`config.mk`:
```
export PLATFORM = sky130hd
export DESIGN_NAME = asrx_ctrl
export DESIGN_NICKNAME = d
export VERILOG_FILES = /design/src/asrx_pkg.sv /design/src/asrx_ctrl.sv
export SDC_FILE = /design/constraint.sdc
export NUM_CORES = 1
export LEC_CHECK = 0
export ABC_AREA = 1
export BUFFER_PORTS_ARGS = -buffer_cell sky130_fd_sc_hd__buf_2
export CAP_MARGIN = 20
export CORE_ASPECT_RATIO = 1.4
export CORE_MARGIN = 2
export CORE_UTILIZATION = 45
export DETAILED_ROUTE_END_ITERATION = 10
export GPL_ROUTABILITY_DRIVEN = 0
export PLACE_DENSITY = 0.69
export SLEW_MARGIN = 10
export SYNTH_ARGS = -nofsm -noshare
export SYNTH_HDL_FRONTEND = slang
export SYNTH_SLANG_ARGS = --single-unit
```
`constraint.sdc`:
```
create_clock -name i_mclk -period 2.82 [get_ports i_mclk]
set_input_delay 0.282 -clock i_mclk [delete_from_list [all_inputs] [get_ports i_mclk]]
set_output_delay 0.282 -clock i_mclk [all_outputs]
set_load 0.01 [all_outputs]
```
`src/asrx_pkg.sv`:
```
// Purpose: Shared constants for the serial receive control block
// Assumes: 32-bit Avalon-MM register slave, 8-bit registers in the low lane, 9-bit character register
// Notes:   Byte addresses and field positions live here only; the debug and character register resets are literals in the control block
package asrx_pkg;
  // ==========================================================
  // Register byte addresses
  localparam logic [4:0] ASRX_OFS_LINE_FMT = 5'h00;
  localparam logic [4:0] ASRX_OFS_ENABLE = 5'h04;
  localparam logic [4:0] ASRX_OFS_ERR_IRQ = 5'h08;
  localparam logic [4:0] ASRX_OFS_STATUS = 5'h0C;
  localparam logic [4:0] ASRX_OFS_CHAR = 5'h10;
  localparam logic [4:0] ASRX_OFS_DEBUG = 5'h14;
  // ==========================================================
  // line_format_control fields
  localparam int ASRX_LF_LOOP = 7;
  localparam int ASRX_LF_ON = 6;
  localparam int ASRX_LF_FLIP = 5;
  localparam int ASRX_LF_NINE = 4;
  localparam int ASRX_LF_ROUSE = 3;
  localparam int ASRX_LF_QSTART = 2;
  localparam int ASRX_LF_PAR_ON = 1;
  localparam int ASRX_LF_PAR_ODD = 0;
  localparam logic [7:0] ASRX_LF_RESET = 8'h00;
  // ==========================================================
  // enable_control fields
  localparam int ASRX_EN_TXE_IE = 7;
  localparam int ASRX_EN_TXC_IE = 6;
  localparam int ASRX_EN_RXF_IE = 5;
  localparam int ASRX_EN_QL_IE = 4;
  localparam int ASRX_EN_TX_ON = 3;
  localparam int ASRX_EN_RX_ON = 2;
  localparam int ASRX_EN_STANDBY = 1;
  localparam logic [7:0] ASRX_EN_RESET = 8'h00;
  localparam logic [7:0] ASRX_EN_RW_MASK = 8'hFE;
  // ==========================================================
  // error_irq_control fields (also error flag positions in status)
  localparam int ASRX_ER_OVR = 3;
  localparam int ASRX_ER_NOISE = 2;
  localparam int ASRX_ER_FRAME = 1;
  localparam int ASRX_ER_PARITY = 0;
  localparam logic [3:0] ASRX_ER_RESET = 4'h0;
  // ==========================================================
  // primary_status fields
  localparam int ASRX_ST_TXE = 7;
  localparam int ASRX_ST_TXC = 6;
  localparam int ASRX_ST_RXF = 5;
  localparam int ASRX_ST_QUIET = 4;
  localparam logic [7:0] ASRX_ST_RESET = 8'hC0;
  // ==========================================================
  // Debug control field and frame lengths in bit times
  localparam int ASRX_DBG_ALLOW = 0;
  localparam logic [3:0] ASRX_FRAME_LEN_8 = 4'hA;
  localparam logic [3:0] ASRX_FRAME_LEN_9 = 4'hB;
  localparam logic [3:0] ASRX_DATA_BITS_8 = 4'h8;
  localparam logic [3:0] ASRX_DATA_BITS_9 = 4'h9;
  // ==========================================================
  // Receive framer states
  typedef enum logic [1:0] {
    ASRX_FR_IDLE = 2'b00,
    ASRX_FR_DATA = 2'b01,
    ASRX_FR_STOP = 2'b10
  } asrx_frame_e;
endpackage

```
`src/asrx_ctrl.sv`:
```
// Purpose: Receiver control, event flags, line format and pin steering
// Assumes: Bit sampler outside gives one strobe per bit with majority value
// Notes:   Bus accesses stall while the device is in stop mode
`timescale 1ns/100ps
`default_nettype none
module asrx_ctrl (
  // Clock and reset
  input wire logic i_mclk,
  input wire logic i_sys_rst,
  // Avalon-MM slave
  input wire logic [4:0] i_avs_address,
  input wire logic i_avs_read,
  input wire logic i_avs_write,
  input wire logic [31:0] i_avs_writedata,
  input wire logic [3:0] i_avs_byteenable,
  output logic [31:0] o_avs_readdata,
  output logic o_avs_waitrequest,
  // Bit sampler side
  input wire logic i_bit_stb,
  input wire logic i_bit_val,
  input wire logic i_bit_noisy,
  output logic o_rx_line,
  output logic o_baud_en,
  // Transmitter side
  input wire logic i_tx_level,
  input wire logic i_tx_loaded,
  input wire logic i_tx_idle,
  // Pins and port
  input wire logic i_rxd,
  input wire logic [1:0] i_port_dir,
  input wire logic i_port_out,
  output logic o_txd,
  output logic o_txd_oe,
  output logic o_rxd_oe,
  // Power and debug
  input wire logic i_stop_mode,
  input wire logic i_debug_halt,
  // Interrupt requests
  output logic o_rx_irq,
  output logic o_err_irq,
  output logic o_tx_irq,
  output logic o_wake_req
);
  import asrx_pkg::*;

  // ==========================================================
  // Registers
  logic [7:0] line_fmt;
  logic [7:0] enable_ctl;
  logic [3:0] err_ie;
  logic dbg_allow;
  logic rx_standby;
  logic tx_empty, tx_done, rx_full, quiet, ovr, noise, frame_err, par_err;
  logic [8:0] char_buf;
  logic [7:0] armed;
  logic txe_armed;
  asrx_frame_e fr_st;
  logic [3:0] bit_cnt;
  logic [8:0] shreg;
  logic fr_noisy;
  logic [3:0] ones_cnt;
  logic acc_go;

  // ==========================================================
  // Decode and control views
  logic run, mod_on, rx_act, nine, clr_ok;
  logic [3:0] frame_len, data_bits;
  logic bus_req, wr_lf, wr_en, wr_er, wr_dbg, rd_st, rd_ch, wr_ch;
  assign run = !i_stop_mode;
  assign mod_on = line_fmt[ASRX_LF_ON];
  assign nine = line_fmt[ASRX_LF_NINE];
  assign rx_act = mod_on && enable_ctl[ASRX_EN_RX_ON];
  assign frame_len = nine ? ASRX_FRAME_LEN_9 : ASRX_FRAME_LEN_8;
  assign data_bits = nine ? ASRX_DATA_BITS_9 : ASRX_DATA_BITS_8;
  assign clr_ok = !i_debug_halt || dbg_allow;
  assign bus_req = i_avs_read || i_avs_write;
  assign acc_go = bus_req && !o_avs_waitrequest;

  function automatic logic hit(input logic [4:0] ofs);
    hit = (i_avs_address == ofs);
  endfunction

  assign wr_lf = acc_go && i_avs_write && i_avs_byteenable[0] && hit(ASRX_OFS_LINE_FMT);
  assign wr_en = acc_go && i_avs_write && i_avs_byteenable[0] && hit(ASRX_OFS_ENABLE);
  assign wr_er = acc_go && i_avs_write && i_avs_byteenable[0] && hit(ASRX_OFS_ERR_IRQ);
  assign wr_dbg = acc_go && i_avs_write && i_avs_byteenable[0] && hit(ASRX_OFS_DEBUG);
  assign wr_ch = acc_go && i_avs_write && i_avs_byteenable[0] && hit(ASRX_OFS_CHAR);
  assign rd_st = acc_go && i_avs_read && hit(ASRX_OFS_STATUS);
  assign rd_ch = acc_go && i_avs_read && hit(ASRX_OFS_CHAR);

  // ==========================================================
  // Framer: keeps running in standby so wakeup can be seen
  logic strobe, done;
  logic [8:0] frame_char;
  logic frame_msb, frame_noisy, frame_bad, frame_par_bad;
  assign strobe = run && rx_act && i_bit_stb;
  assign done = strobe && (fr_st == ASRX_FR_STOP);
  assign frame_char = nine ? shreg : {1'b0, shreg[8:1]};
  assign frame_msb = shreg[8];
  assign frame_noisy = fr_noisy || i_bit_noisy;
  assign frame_bad = !i_bit_val;
  assign frame_par_bad = line_fmt[ASRX_LF_PAR_ON]
    && ((^frame_char) != line_fmt[ASRX_LF_PAR_ODD]);

  always_ff @(posedge i_mclk) begin
    if (i_sys_rst || !rx_act) begin
      fr_st <= ASRX_FR_IDLE;
      bit_cnt <= 4'h0;
      shreg <= 9'h000;
      fr_noisy <= 1'b0;
    end else if (strobe) begin
      unique case (fr_st)
        ASRX_FR_IDLE: begin
          if (!i_bit_val) begin
            fr_st <= ASRX_FR_DATA;
            bit_cnt <= 4'h0;
            fr_noisy <= i_bit_noisy;
          end
        end
        ASRX_FR_DATA: begin
          shreg <= {i_bit_val, shreg[8:1]};
          fr_noisy <= frame_noisy;
          bit_cnt <= bit_cnt + 4'h1;
          if (bit_cnt == data_bits - 4'h1) begin
            fr_st <= ASRX_FR_STOP;
          end
        end
        ASRX_FR_STOP: begin
          fr_st <= ASRX_FR_IDLE;
        end
        default: begin
          fr_st <= ASRX_FR_IDLE;
        end
      endcase
    end
  end

  // ==========================================================
  // Idle line counter, saturates at one frame of ones
  logic count_ok, quiet_evt, line_idle;
  assign count_ok = line_fmt[ASRX_LF_QSTART] ? (fr_st == ASRX_FR_IDLE) : 1'b1;
  assign quiet_evt = strobe && i_bit_val && count_ok && (ones_cnt == frame_len - 4'h1);
  assign line_idle = (ones_cnt >= frame_len);

  always_ff @(posedge i_mclk) begin
    if (i_sys_rst || !rx_act) begin
      ones_cnt <= 4'h0;
    end else if (strobe) begin
      if (!i_bit_val || !count_ok) begin
        ones_cnt <= 4'h0;
      end else if (ones_cnt < frame_len) begin
        ones_cnt <= ones_cnt + 4'h1;
      end
    end
  end

  // ==========================================================
  // Control registers
  always_ff @(posedge i_mclk) begin
    if (i_sys_rst) begin
      line_fmt <= ASRX_LF_RESET;
      err_ie <= ASRX_ER_RESET;
      dbg_allow <= 1'b0;
    end else begin
      if (wr_lf) begin
        line_fmt <= i_avs_writedata[7:0];
      end
      if (wr_er) begin
        err_ie <= i_avs_writedata[3:0];
      end
      if (wr_dbg) begin
        dbg_allow <= i_avs_writedata[ASRX_DBG_ALLOW];
      end
    end
  end

  always_ff @(posedge i_mclk) begin
    if (i_sys_rst) begin
      enable_ctl <= ASRX_EN_RESET;
    end else if (wr_en) begin
      enable_ctl[ASRX_EN_TXE_IE] <= i_avs_writedata[ASRX_EN_TXE_IE];
      enable_ctl[ASRX_EN_TXC_IE] <= i_avs_writedata[ASRX_EN_TXC_IE];
      enable_ctl[ASRX_EN_RXF_IE] <= i_avs_writedata[ASRX_EN_RXF_IE];
      enable_ctl[ASRX_EN_QL_IE] <= i_avs_writedata[ASRX_EN_QL_IE];
      if (mod_on) begin
        enable_ctl[ASRX_EN_TX_ON] <= i_avs_writedata[ASRX_EN_TX_ON];
        enable_ctl[ASRX_EN_RX_ON] <= i_avs_writedata[ASRX_EN_RX_ON];
      end
    end
  end

  // Standby: wakeup wins over a software set in the same cycle
  logic addr_wake, idle_wake;
  assign addr_wake = done && rx_standby && line_fmt[ASRX_LF_ROUSE] && frame_msb;
  assign idle_wake = run && rx_act && rx_standby && !line_fmt[ASRX_LF_ROUSE]
    && line_idle;
  always_ff @(posedge i_mclk) begin
    if (i_sys_rst) begin
      rx_standby <= 1'b0;
    end else if (addr_wake || idle_wake) begin
      rx_standby <= 1'b0;
    end else if (wr_en) begin
      rx_standby <= i_avs_writedata[ASRX_EN_STANDBY];
    end
  end

  // ==========================================================
  // Receive flags and character buffer
  logic accept, take, rx_clr, rx_free;
  assign accept = done && (!rx_standby || addr_wake);
  // A character landing on the clearing read still gets the buffer
  assign rx_free = !rx_full || (rx_clr && armed[ASRX_ST_RXF]);
  assign take = accept && rx_free;
  assign rx_clr = rd_ch && clr_ok;

  always_ff @(posedge i_mclk) begin
    if (i_sys_rst) begin
      char_buf <= 9'h000;
    end else if (take) begin
      char_buf <= frame_char;
    end
  end

  always_ff @(posedge i_mclk) begin
    if (i_sys_rst) begin
      rx_full <= 1'b0;
      ovr <= 1'b0;
      noise <= 1'b0;
      frame_err <= 1'b0;
      par_err <= 1'b0;
      quiet <= 1'b0;
    end else begin
      // Set wins over the two-step clear
      rx_full <= take || (rx_full && !(rx_clr && armed[ASRX_ST_RXF]));
      ovr <= (accept && !rx_free) || (ovr && !(rx_clr && armed[ASRX_ER_OVR]));
      noise <= (take && frame_noisy) || (noise && !(rx_clr && armed[ASRX_ER_NOISE]));
      frame_err <= (take && frame_bad)
        || (frame_err && !(rx_clr && armed[ASRX_ER_FRAME]));
      par_err <= (take && frame_par_bad)
        || (par_err && !(rx_clr && armed[ASRX_ER_PARITY]));
      quiet <= (quiet_evt && !rx_standby)
        || (quiet && !(rx_clr && armed[ASRX_ST_QUIET]));
    end
  end

  // First step of the clear: status read with flag set; kept across a halt
  logic [7:0] status;
  assign status = {tx_empty, tx_done, rx_full, quiet, ovr, noise, frame_err, par_err};
  always_ff @(posedge i_mclk) begin
    if (i_sys_rst) begin
      armed <= 8'h00;
      txe_armed <= 1'b0;
    end else if (rd_st && clr_ok) begin
      armed <= status;
      txe_armed <= tx_empty;
    end else if (rx_clr) begin
      armed <= 8'h00;
    end
  end

  // ==========================================================
  // Transmit flags
  always_ff @(posedge i_mclk) begin
    if (i_sys_rst || !mod_on) begin
      tx_empty <= 1'b1;
      tx_done <= 1'b1;
    end else if (run) begin
      tx_empty <= i_tx_loaded || (tx_empty && !(wr_ch && txe_armed && clr_ok));
      tx_done <= tx_empty && i_tx_idle;
    end
  end

  // ==========================================================
  // Pins, loopback, interrupt requests
  logic tx_line;
  assign tx_line = i_tx_level ^ line_fmt[ASRX_LF_FLIP];
  always_ff @(posedge i_mclk) begin
    if (i_sys_rst) begin
      o_txd <= 1'b1;
      o_txd_oe <= 1'b0;
      o_rxd_oe <= 1'b0;
      o_rx_line <= 1'b1;
      o_baud_en <= 1'b0;
    end else begin
      o_txd <= mod_on ? tx_line : i_port_out;
      o_txd_oe <= mod_on || i_port_dir[0];
      o_rxd_oe <= !mod_on && i_port_dir[1];
      o_rx_line <= line_fmt[ASRX_LF_LOOP] ? tx_line : i_rxd;
      o_baud_en <= mod_on && run;
    end
  end

  logic rx_req, err_req, tx_req;
  assign rx_req = !rx_standby && ((rx_full && enable_ctl[ASRX_EN_RXF_IE])
    || (quiet && enable_ctl[ASRX_EN_QL_IE]));
  assign err_req = |({ovr, noise, frame_err, par_err} & err_ie);
  assign tx_req = mod_on && ((tx_empty && enable_ctl[ASRX_EN_TXE_IE])
    || (tx_done && enable_ctl[ASRX_EN_TXC_IE]));
  always_ff @(posedge i_mclk) begin
    if (i_sys_rst) begin
      o_rx_irq <= 1'b0;
      o_err_irq <= 1'b0;
      o_tx_irq <= 1'b0;
      o_wake_req <= 1'b0;
    end else begin
      o_rx_irq <= rx_req;
      o_err_irq <= err_req;
      o_tx_irq <= tx_req;
      o_wake_req <= rx_req || err_req || tx_req;
    end
  end

  // ==========================================================
  // Avalon slave: waitrequest drops one cycle after a request
  logic [7:0] rd_mux;
  always_comb begin
    rd_mux = 8'h00;
    unique case (i_avs_address)
      ASRX_OFS_LINE_FMT: rd_mux = line_fmt;
      ASRX_OFS_ENABLE: rd_mux = (enable_ctl & ASRX_EN_RW_MASK) | {6'h00, rx_standby, 1'b0};
      ASRX_OFS_ERR_IRQ: rd_mux = {4'h0, err_ie};
      ASRX_OFS_STATUS: rd_mux = status;
      ASRX_OFS_CHAR: rd_mux = char_buf[7:0];
      ASRX_OFS_DEBUG: rd_mux = {7'h00, dbg_allow};
      default: rd_mux = 8'h00;
    endcase
  end

  always_ff @(posedge i_mclk) begin
    if (i_sys_rst) begin
      o_avs_waitrequest <= 1'b1;
      o_avs_readdata <= 32'h0000_0000;
    end else if (bus_req && o_avs_waitrequest && run) begin
      o_avs_waitrequest <= 1'b0;
      o_avs_readdata <= (hit(ASRX_OFS_CHAR)) ? {23'h000000, char_buf} : {24'h000000, rd_mux};
    end else begin
      o_avs_waitrequest <= 1'b1;
    end
  end

  // ==========================================================
  // Checks
  standby_mute_a: assert property (@(posedge i_mclk) disable iff (i_sys_rst)
    rx_standby |=> !o_rx_irq) else $error("rx irq while in standby");
  addr_wake_a: assert property (@(posedge i_mclk) disable iff (i_sys_rst)
    addr_wake |=> !rx_standby && rx_full) else $error("address mark not handled");
  idle_wake_a: assert property (@(posedge i_mclk) disable iff (i_sys_rst)
    idle_wake && !quiet |=> !rx_standby && !quiet) else $error("idle wake wrong");
  overrun_keep_a: assert property (@(posedge i_mclk) disable iff (i_sys_rst)
    accept && !rx_free |=> ovr && $stable(char_buf)) else $error("overrun lost old");
  frame_same_a: assert property (@(posedge i_mclk) disable iff (i_sys_rst)
    $rose(frame_err) |-> rx_full && $past(take)) else $error("framing without full");
  enable_lock_a: assert property (@(posedge i_mclk) disable iff (i_sys_rst)
    !mod_on |=> $stable(enable_ctl[ASRX_EN_RX_ON])) else $error("rx_on changed");
  pin_own_a: assert property (@(posedge i_mclk) disable iff (i_sys_rst)
    mod_on |=> o_txd_oe && !o_rxd_oe) else $error("pins not owned");
  tx_off_a: assert property (@(posedge i_mclk) disable iff (i_sys_rst)
    !mod_on |=> tx_empty && tx_done && !o_tx_irq) else $error("tx flags wrong");
  err_or_a: assert property (@(posedge i_mclk) disable iff (i_sys_rst)
    err_req |=> o_err_irq && o_wake_req) else $error("error irq missing");
  halt_keep_a: assert property (@(posedge i_mclk) disable iff (i_sys_rst)
    i_debug_halt && !dbg_allow && rx_full && !take |=> rx_full)
    else $error("flag cleared in halt");
endmodule // asrx_ctrl
`default_nettype wire

```
# == Yosys cells after proc, flatten, opt, wreduce, memory -nomap -nowiden ==
# Cells that the tools add are included.
# totals
register_bits,106
latch_bits,0
ramBits,0
romBits,0
input_bits,57
output_inout_bits,42
n_memories,0
# op_classes
n_addsub,4
n_mul,0
div_mod_pow,0
n_lt_le_gt_ge,2
eq_ne,12
shifts,0
n_mux,20
bitwise,3
n_reduce_logical,112
# ops
operator,n
$logic_and A1 B1 Y1,60
$pmux W8 S5,1
$logic_or A1 B1 Y1,21
$logic_not A1 Y1,18
$mux W9,2
$mux W4,3
$mux W6,2
$eq A5 B4 Y1 const B,2
$eq A5 B5 Y1 const B,2
$reduce_xor A9 Y1,1
$add A4 B1 Y4 const B,2
$eq A4 B4 Y1,2
$or A8 B2 Y8,1
$pmux W4 S2,1
$sub A4 B1 Y4 const B,2
$mux W1,7
$reduce_and A2 Y1,3
$reduce_and A3 Y1,2
$reduce_bool A2 Y1,3
$eq A5 B3 Y1 const B,1
$logic_not A5 Y1,1
$and A4 B4 Y4,1
$ge A4 B4 Y1,1
$lt A4 B4 Y1,1
11 further kinds,13

# == Depth between registers and ports, before layout ==
# logic_depth
depth_word,12
ltp_mapped,14
ltp_nobuf,12

# == Least setup slack after synthesis ==
# OpenSTA, ideal clock, no wires.
# synth_path
path_type,reg-to-reg
startpoint,reg o_avs_waitrequest
endpoint,reg noise
setup_ns,0.068
arrival_ns,1.410
required_ns,2.752
slack_ns,1.342
stages_incl_launch_ff,11
path_buffers,1
period_less_slack_ns,1.478
cell_sequence,dfxtp_1 > inv_1 > nand2_1 > nor2_2 > nand2_2 > o21ai_2 > nand2_4 > inv_6 > buf_12 > o21ai_2 > a21oi_2
# synth_between
elab_chain_len,10
word_cells_on_any_way,13
# synth_rtl
item,line_no,text
from (decl),asrx_ctrl.sv:17,"output logic o_avs_waitrequest,"
from (signal assigned),asrx_ctrl.sv:331,o_avs_waitrequest <= 1'b1;
from (signal assigned),asrx_ctrl.sv:334,o_avs_waitrequest <= 1'b0;
from (signal assigned),asrx_ctrl.sv:337,o_avs_waitrequest <= 1'b1;
$logic_not A1 Y1 (*),asrx_ctrl.sv:77,assign acc_go = bus_req && !o_avs_waitrequest;
$logic_and A1 B1 Y1 (*),asrx_ctrl.sv:77,
$logic_and A1 B1 Y1 (*) (2 in series),asrx_ctrl.sv:89,assign rd_ch = acc_go && i_avs_read && hit(ASRX_OFS_CHAR);
$logic_and A1 B1 Y1 (*),asrx_ctrl.sv:214,assign rx_clr = rd_ch && clr_ok;
$logic_and A1 B1 Y1,asrx_ctrl.sv:212,assign rx_free = !rx_full || (rx_clr && armed[ASRX_ST_RXF]);
$logic_or A1 B1 Y1,asrx_ctrl.sv:212,
$logic_and A1 B1 Y1,asrx_ctrl.sv:213,assign take = accept && rx_free;
$logic_and A1 B1 Y1,asrx_ctrl.sv:236,noise <= (take && frame_noisy) || (noise && !(rx_clr && armed[ASRX_ER_NOISE]));
$logic_or A1 B1 Y1 (*),asrx_ctrl.sv:236,
to (signal assigned),asrx_ctrl.sv:236,
to (decl),asrx_ctrl.sv:53,"logic tx_empty, tx_done, rx_full, quiet, ovr, noise, frame_err, par_err;"
# Every way passes the cells marked *; elsewhere a longest branch is shown, timed or not.
# A chain may end at the register's enable or synchronous reset.

# == Worst setup path after layout ==
# layout_path
startpoint,reg line_fmt[6]
endpoint,reg ones_cnt[3]
# layout_between
elab_chain_len,4
word_cells_on_any_way,6
# layout_rtl
item,line_no,text
from (decl),asrx_ctrl.sv:48,logic [7:0] line_fmt;
from (signal assigned),asrx_ctrl.sv:166,line_fmt <= i_avs_writedata[7:0];
$logic_and A1 B1 Y1 (*),asrx_ctrl.sv:72,assign rx_act = mod_on && enable_ctl[ASRX_EN_RX_ON];
$logic_and A1 B1 Y1 (2 in series),asrx_ctrl.sv:96,assign strobe = run && rx_act && i_bit_stb;
$reduce_and A2 Y1 (no line),n/a,
to (signal assigned),asrx_ctrl.sv:152,ones_cnt <= ones_cnt + 4'h1;
to (decl),asrx_ctrl.sv:61,logic [3:0] ones_cnt;
# Marked as above.

==> metrics <==
first-pass GRT wire length=roughly 16 mm; slowest CP cell=dfxtp_1; RSZ-0062 raised after global routing=false; Worst Hold Slack=between 0.1 and 0.15 ns; number of global-route vias before repair=3436; Initial Util=between 40% and 50%; xor/xnor share of the synthesized area=less than 1%; I/O Buffers=48; clk slew on worst S/H paths=0.06 ns; Die H=roughly 120 um; Seq/Total Area, Yosys=41.62%; multiplexer area fraction after synthesis=0%; Req. time, crit path=around 3.1 ns; postcts setup bufs=0; crit start category=flop; CTS hold repair buffers=0; Max VDD drop=399.2 uV; area of the mapped netlist=3993 um^2; DR pass1 iterations=6; post-DR vias/cell=5.196; die width=83.61 um; area delta synth->final=13.10%; Slowest Stage Delay on Critical Path=0.50 ns; crit end category=flop; largest net degree at the start of global routing=37; worst slew pin tran=0.8743 ns; fin nets=660; number of remaining DRC errors=0; final clock skew=just over 0.005 ns; final setup TNS=0 ns; max cap viols=0; Worst EP arrival=2.13 ns; Cell Area, Placed=4202 um^2; ANT nets after route=0; CP cell instances=inv_2 > nor2_1 > inv_1 > nor2_2 > o21ai_0 > a21oi_1; WS Path Type=flop to flop; # rows=40; Syn Area/Cell=7.181 um^2; CTS Root Cell=clkbuf_16; n_diodes=0; IO Count=99; initial antenna violation count=0; layout cells sized above 1=approximately 14%; clock latency at the later pin of the worst-skew pair=around 0.34 ns; H-tree depth=3; TritonCTS clock tree=done; total gr overflow=0; Power per Cell Area=about 560 nW/um^2; final cell count without fillers=710; global-route usage over all layers=between 20 and 25%; Cells after Synth=between 500 and 600; Fin. Hold Viols=0; clock tree sinks=83; DIE AREA=9652 um^2; delay-heaviest family, CP=simple AND/OR/NAND/NOR gates; CORE AREA=8608 um^2; number of buffers created by CTS=9; Worst Path Buf+Inv=2; largest fanout on the critical path=16; min Tclk post-route=1.864 ns; leak pwr=around 1.8 nW; Routed WL per cell=13.35 um; vias=3689; HP Class=primary input to flop; 1st-iter DRT viols=251; placed cell count=694; Final setup violation count=0; cts repair resizes=0; final-report max-slew violation count=0; flops & latches, synth=83; Synthesis Warnings=0; post-synthesis simple-gate area fraction=between 20% and 30%; Synth Area in Compound Gates=21.50%; Cell variety after synth=39; Post-Synth Adder-Cell Area=0.9401%; status=completed; Overall Power=2.532 mW; Slew Limit Headroom=41.65%; HPWL after detailed placement=7.226 mm; Finished Cell Area=4516 um^2; final period utilization=66.10%; main combinational cell family by area after synthesis=simple AND/OR/NAND/NOR gates; clk buf depth=2; Max Clock Freq=~0.54 GHz; wirelength, routed=approximately 9.5 mm
==> layer usage <==
metal	routed length, um	share of wire (%)	vias to the layer above	track usage (%)
met4	324	3.4	0	11.40
li1	-	-	1880	-
met1	3994	42	1693	23.25
met2	4797	51	91	35.89
met5	0	0	-	0
met3	365	3.8	25	3.490
==> logic make-up after synthesis <==
| group | after synthesis |
|---|---|
| AND/OR/NAND/NOR | 199 |
| AO/OA/AOI/OAI | 157 |
| buffers and inverters | 109 |
| flip-flops | 83 |
| XOR/XNOR | 4 |
| adder cells (fa/ha/maj) | 3 |
| other | 1 |
==> path summary, 6_finish.rpt <==
| path | to | slack, ns | depth (start not counted) | startpoint |
|---|---|---|---|---|
| setup / recovery | ones_cnt[3]$_SDFFE_PP0P_ | 0.96 | 6 | line_fmt[6]$_SDFFE_PP0P_ |
| hold / removal | o_baud_en$_SDFF_PP0_ | 0.14 | 2 | i_stop_mode |
| setup reg to reg | ones_cnt[3]$_SDFFE_PP0P_ | 0.96 | 6 | line_fmt[6]$_SDFFE_PP0P_ |
| hold reg to reg | char_buf[5]$_SDFFE_PP0P_ | 0.45 | 2 | char_buf[5]$_SDFFE_PP0P_ |
==> per-stage QoR <==
step / utilization, % / worst slack (ns)
final: 52.46 / 0.9561
after global routing: 52.46 / 0.7411
after CTS: 52.46 / 0.9566
after detailed placement: 48.81 / 0.8400
after global placement: 48.81 / 0.8987
after floorplan: - / 1.342
==> cell usage in the layout (no fill, tap or decap), drive strengths merged <==
cell      instances
a21oi            68
inv              69
dfxtp            83
o2111ai           1
a221oi            1
conb             23
nand4             6
o211ai            2
ha                3
clkinvlp          3
buf              50
clkbuf           11
a31oi             2
o22ai             6
a41oi             2
nor2             56
nor3              6
bufinv            1
o21ai            66
nand2           102
clkinv            2
o21a              1
a22o              1
a211oi            7
xnor2             1
nand3            29
xor2              3
==> cell type report <==
cell class	instances	area [um^2]
clock buffers	11	252.7
clock inverters	5	61.31
fillers	844	4093
inverters	70	267.8
multi-input cells	386	1886
flip-flops and latches	83	1662
well taps	105	131.4
repair buffers	50	255.2
==> worst reg2reg max path, delay by kind of cell (launching register included) <==
| kind | cells | cell delay [ns] |
|---|---|---|
| AOI/OAI and AO/OA | 2 | 0.43 |
| and+or+nand+nor | 2 | 0.65 |
| buffers and inverters | 2 | 0.20 |
| DFF | 1 | 0.50 |
==> Yosys cell counts <==
library cell | number | area, um^2
nand2_1 | 99 | 371.6
dfxtp_1 | 83 | 1662
inv_1 | 67 | 251.5
a21oi_1 | 66 | 330.3
o21ai_0 | 62 | 310.3
nor2_1 | 49 | 183.9
nand3_1 | 27 | 135.1
buf_4 | 24 | 180.2
a211oi_1 | 7 | 52.55
buf_2 | 6 | 30.03
clkbuf_1 | 6 | 22.52
nand4_1 | 6 | 37.54
nor3_1 | 6 | 30.03
o22ai_1 | 6 | 37.54
nor2_2 | 4 | 25.02
ha_1 | 3 | 37.54
nor2_4 | 3 | 33.78
o21ai_2 | 3 | 26.28
xor2_1 | 3 | 26.28
a21oi_2 | 2 | 17.52
a31oi_1 | 2 | 12.51
a41oi_1 | 2 | 17.52
buf_1 | 2 | 7.510
nand2_2 | 2 | 12.51
o211ai_1 | 2 | 15.01
a221oi_1 | 1 | 8.760
a22o_1 | 1 | 8.760
buf_12 | 1 | 20.02
clkinv_1 | 1 | 3.750
conb_1 | 1 | 3.750
inv_2 | 1 | 3.750
inv_6 | 1 | 8.760
nand2_4 | 1 | 11.26
nand3_2 | 1 | 10.01
nand3_4 | 1 | 17.52
o2111ai_1 | 1 | 8.760
o21a_1 | 1 | 7.510
o21ai_1 | 1 | 5.000
xnor2_1 | 1 | 8.760
==> state kept, by name, indices dropped and copies added (netlist names), 2 cells and up <==
register and cells:
armed 6, bit_cnt 4, char_buf 9, enable_ctl 6
err_ie 4, fr_st 2, line_fmt 8, o_avs_readdata 9
ones_cnt 4, shreg 9
==> power by group <==
| part | internal [mW] | switching [mW] | leakage [nW] |
|---|---|---|---|
| registers | 1.19 | 0.00619 | 0.671 |
| clock network | 0.735 | 0.478 | 0.144 |
| logic | 0.0410 | 0.0859 | 1.03 |
| total | 1.96 | 0.571 | 1.84 |
No activity file was read; power rests on OpenSTA's default activity.
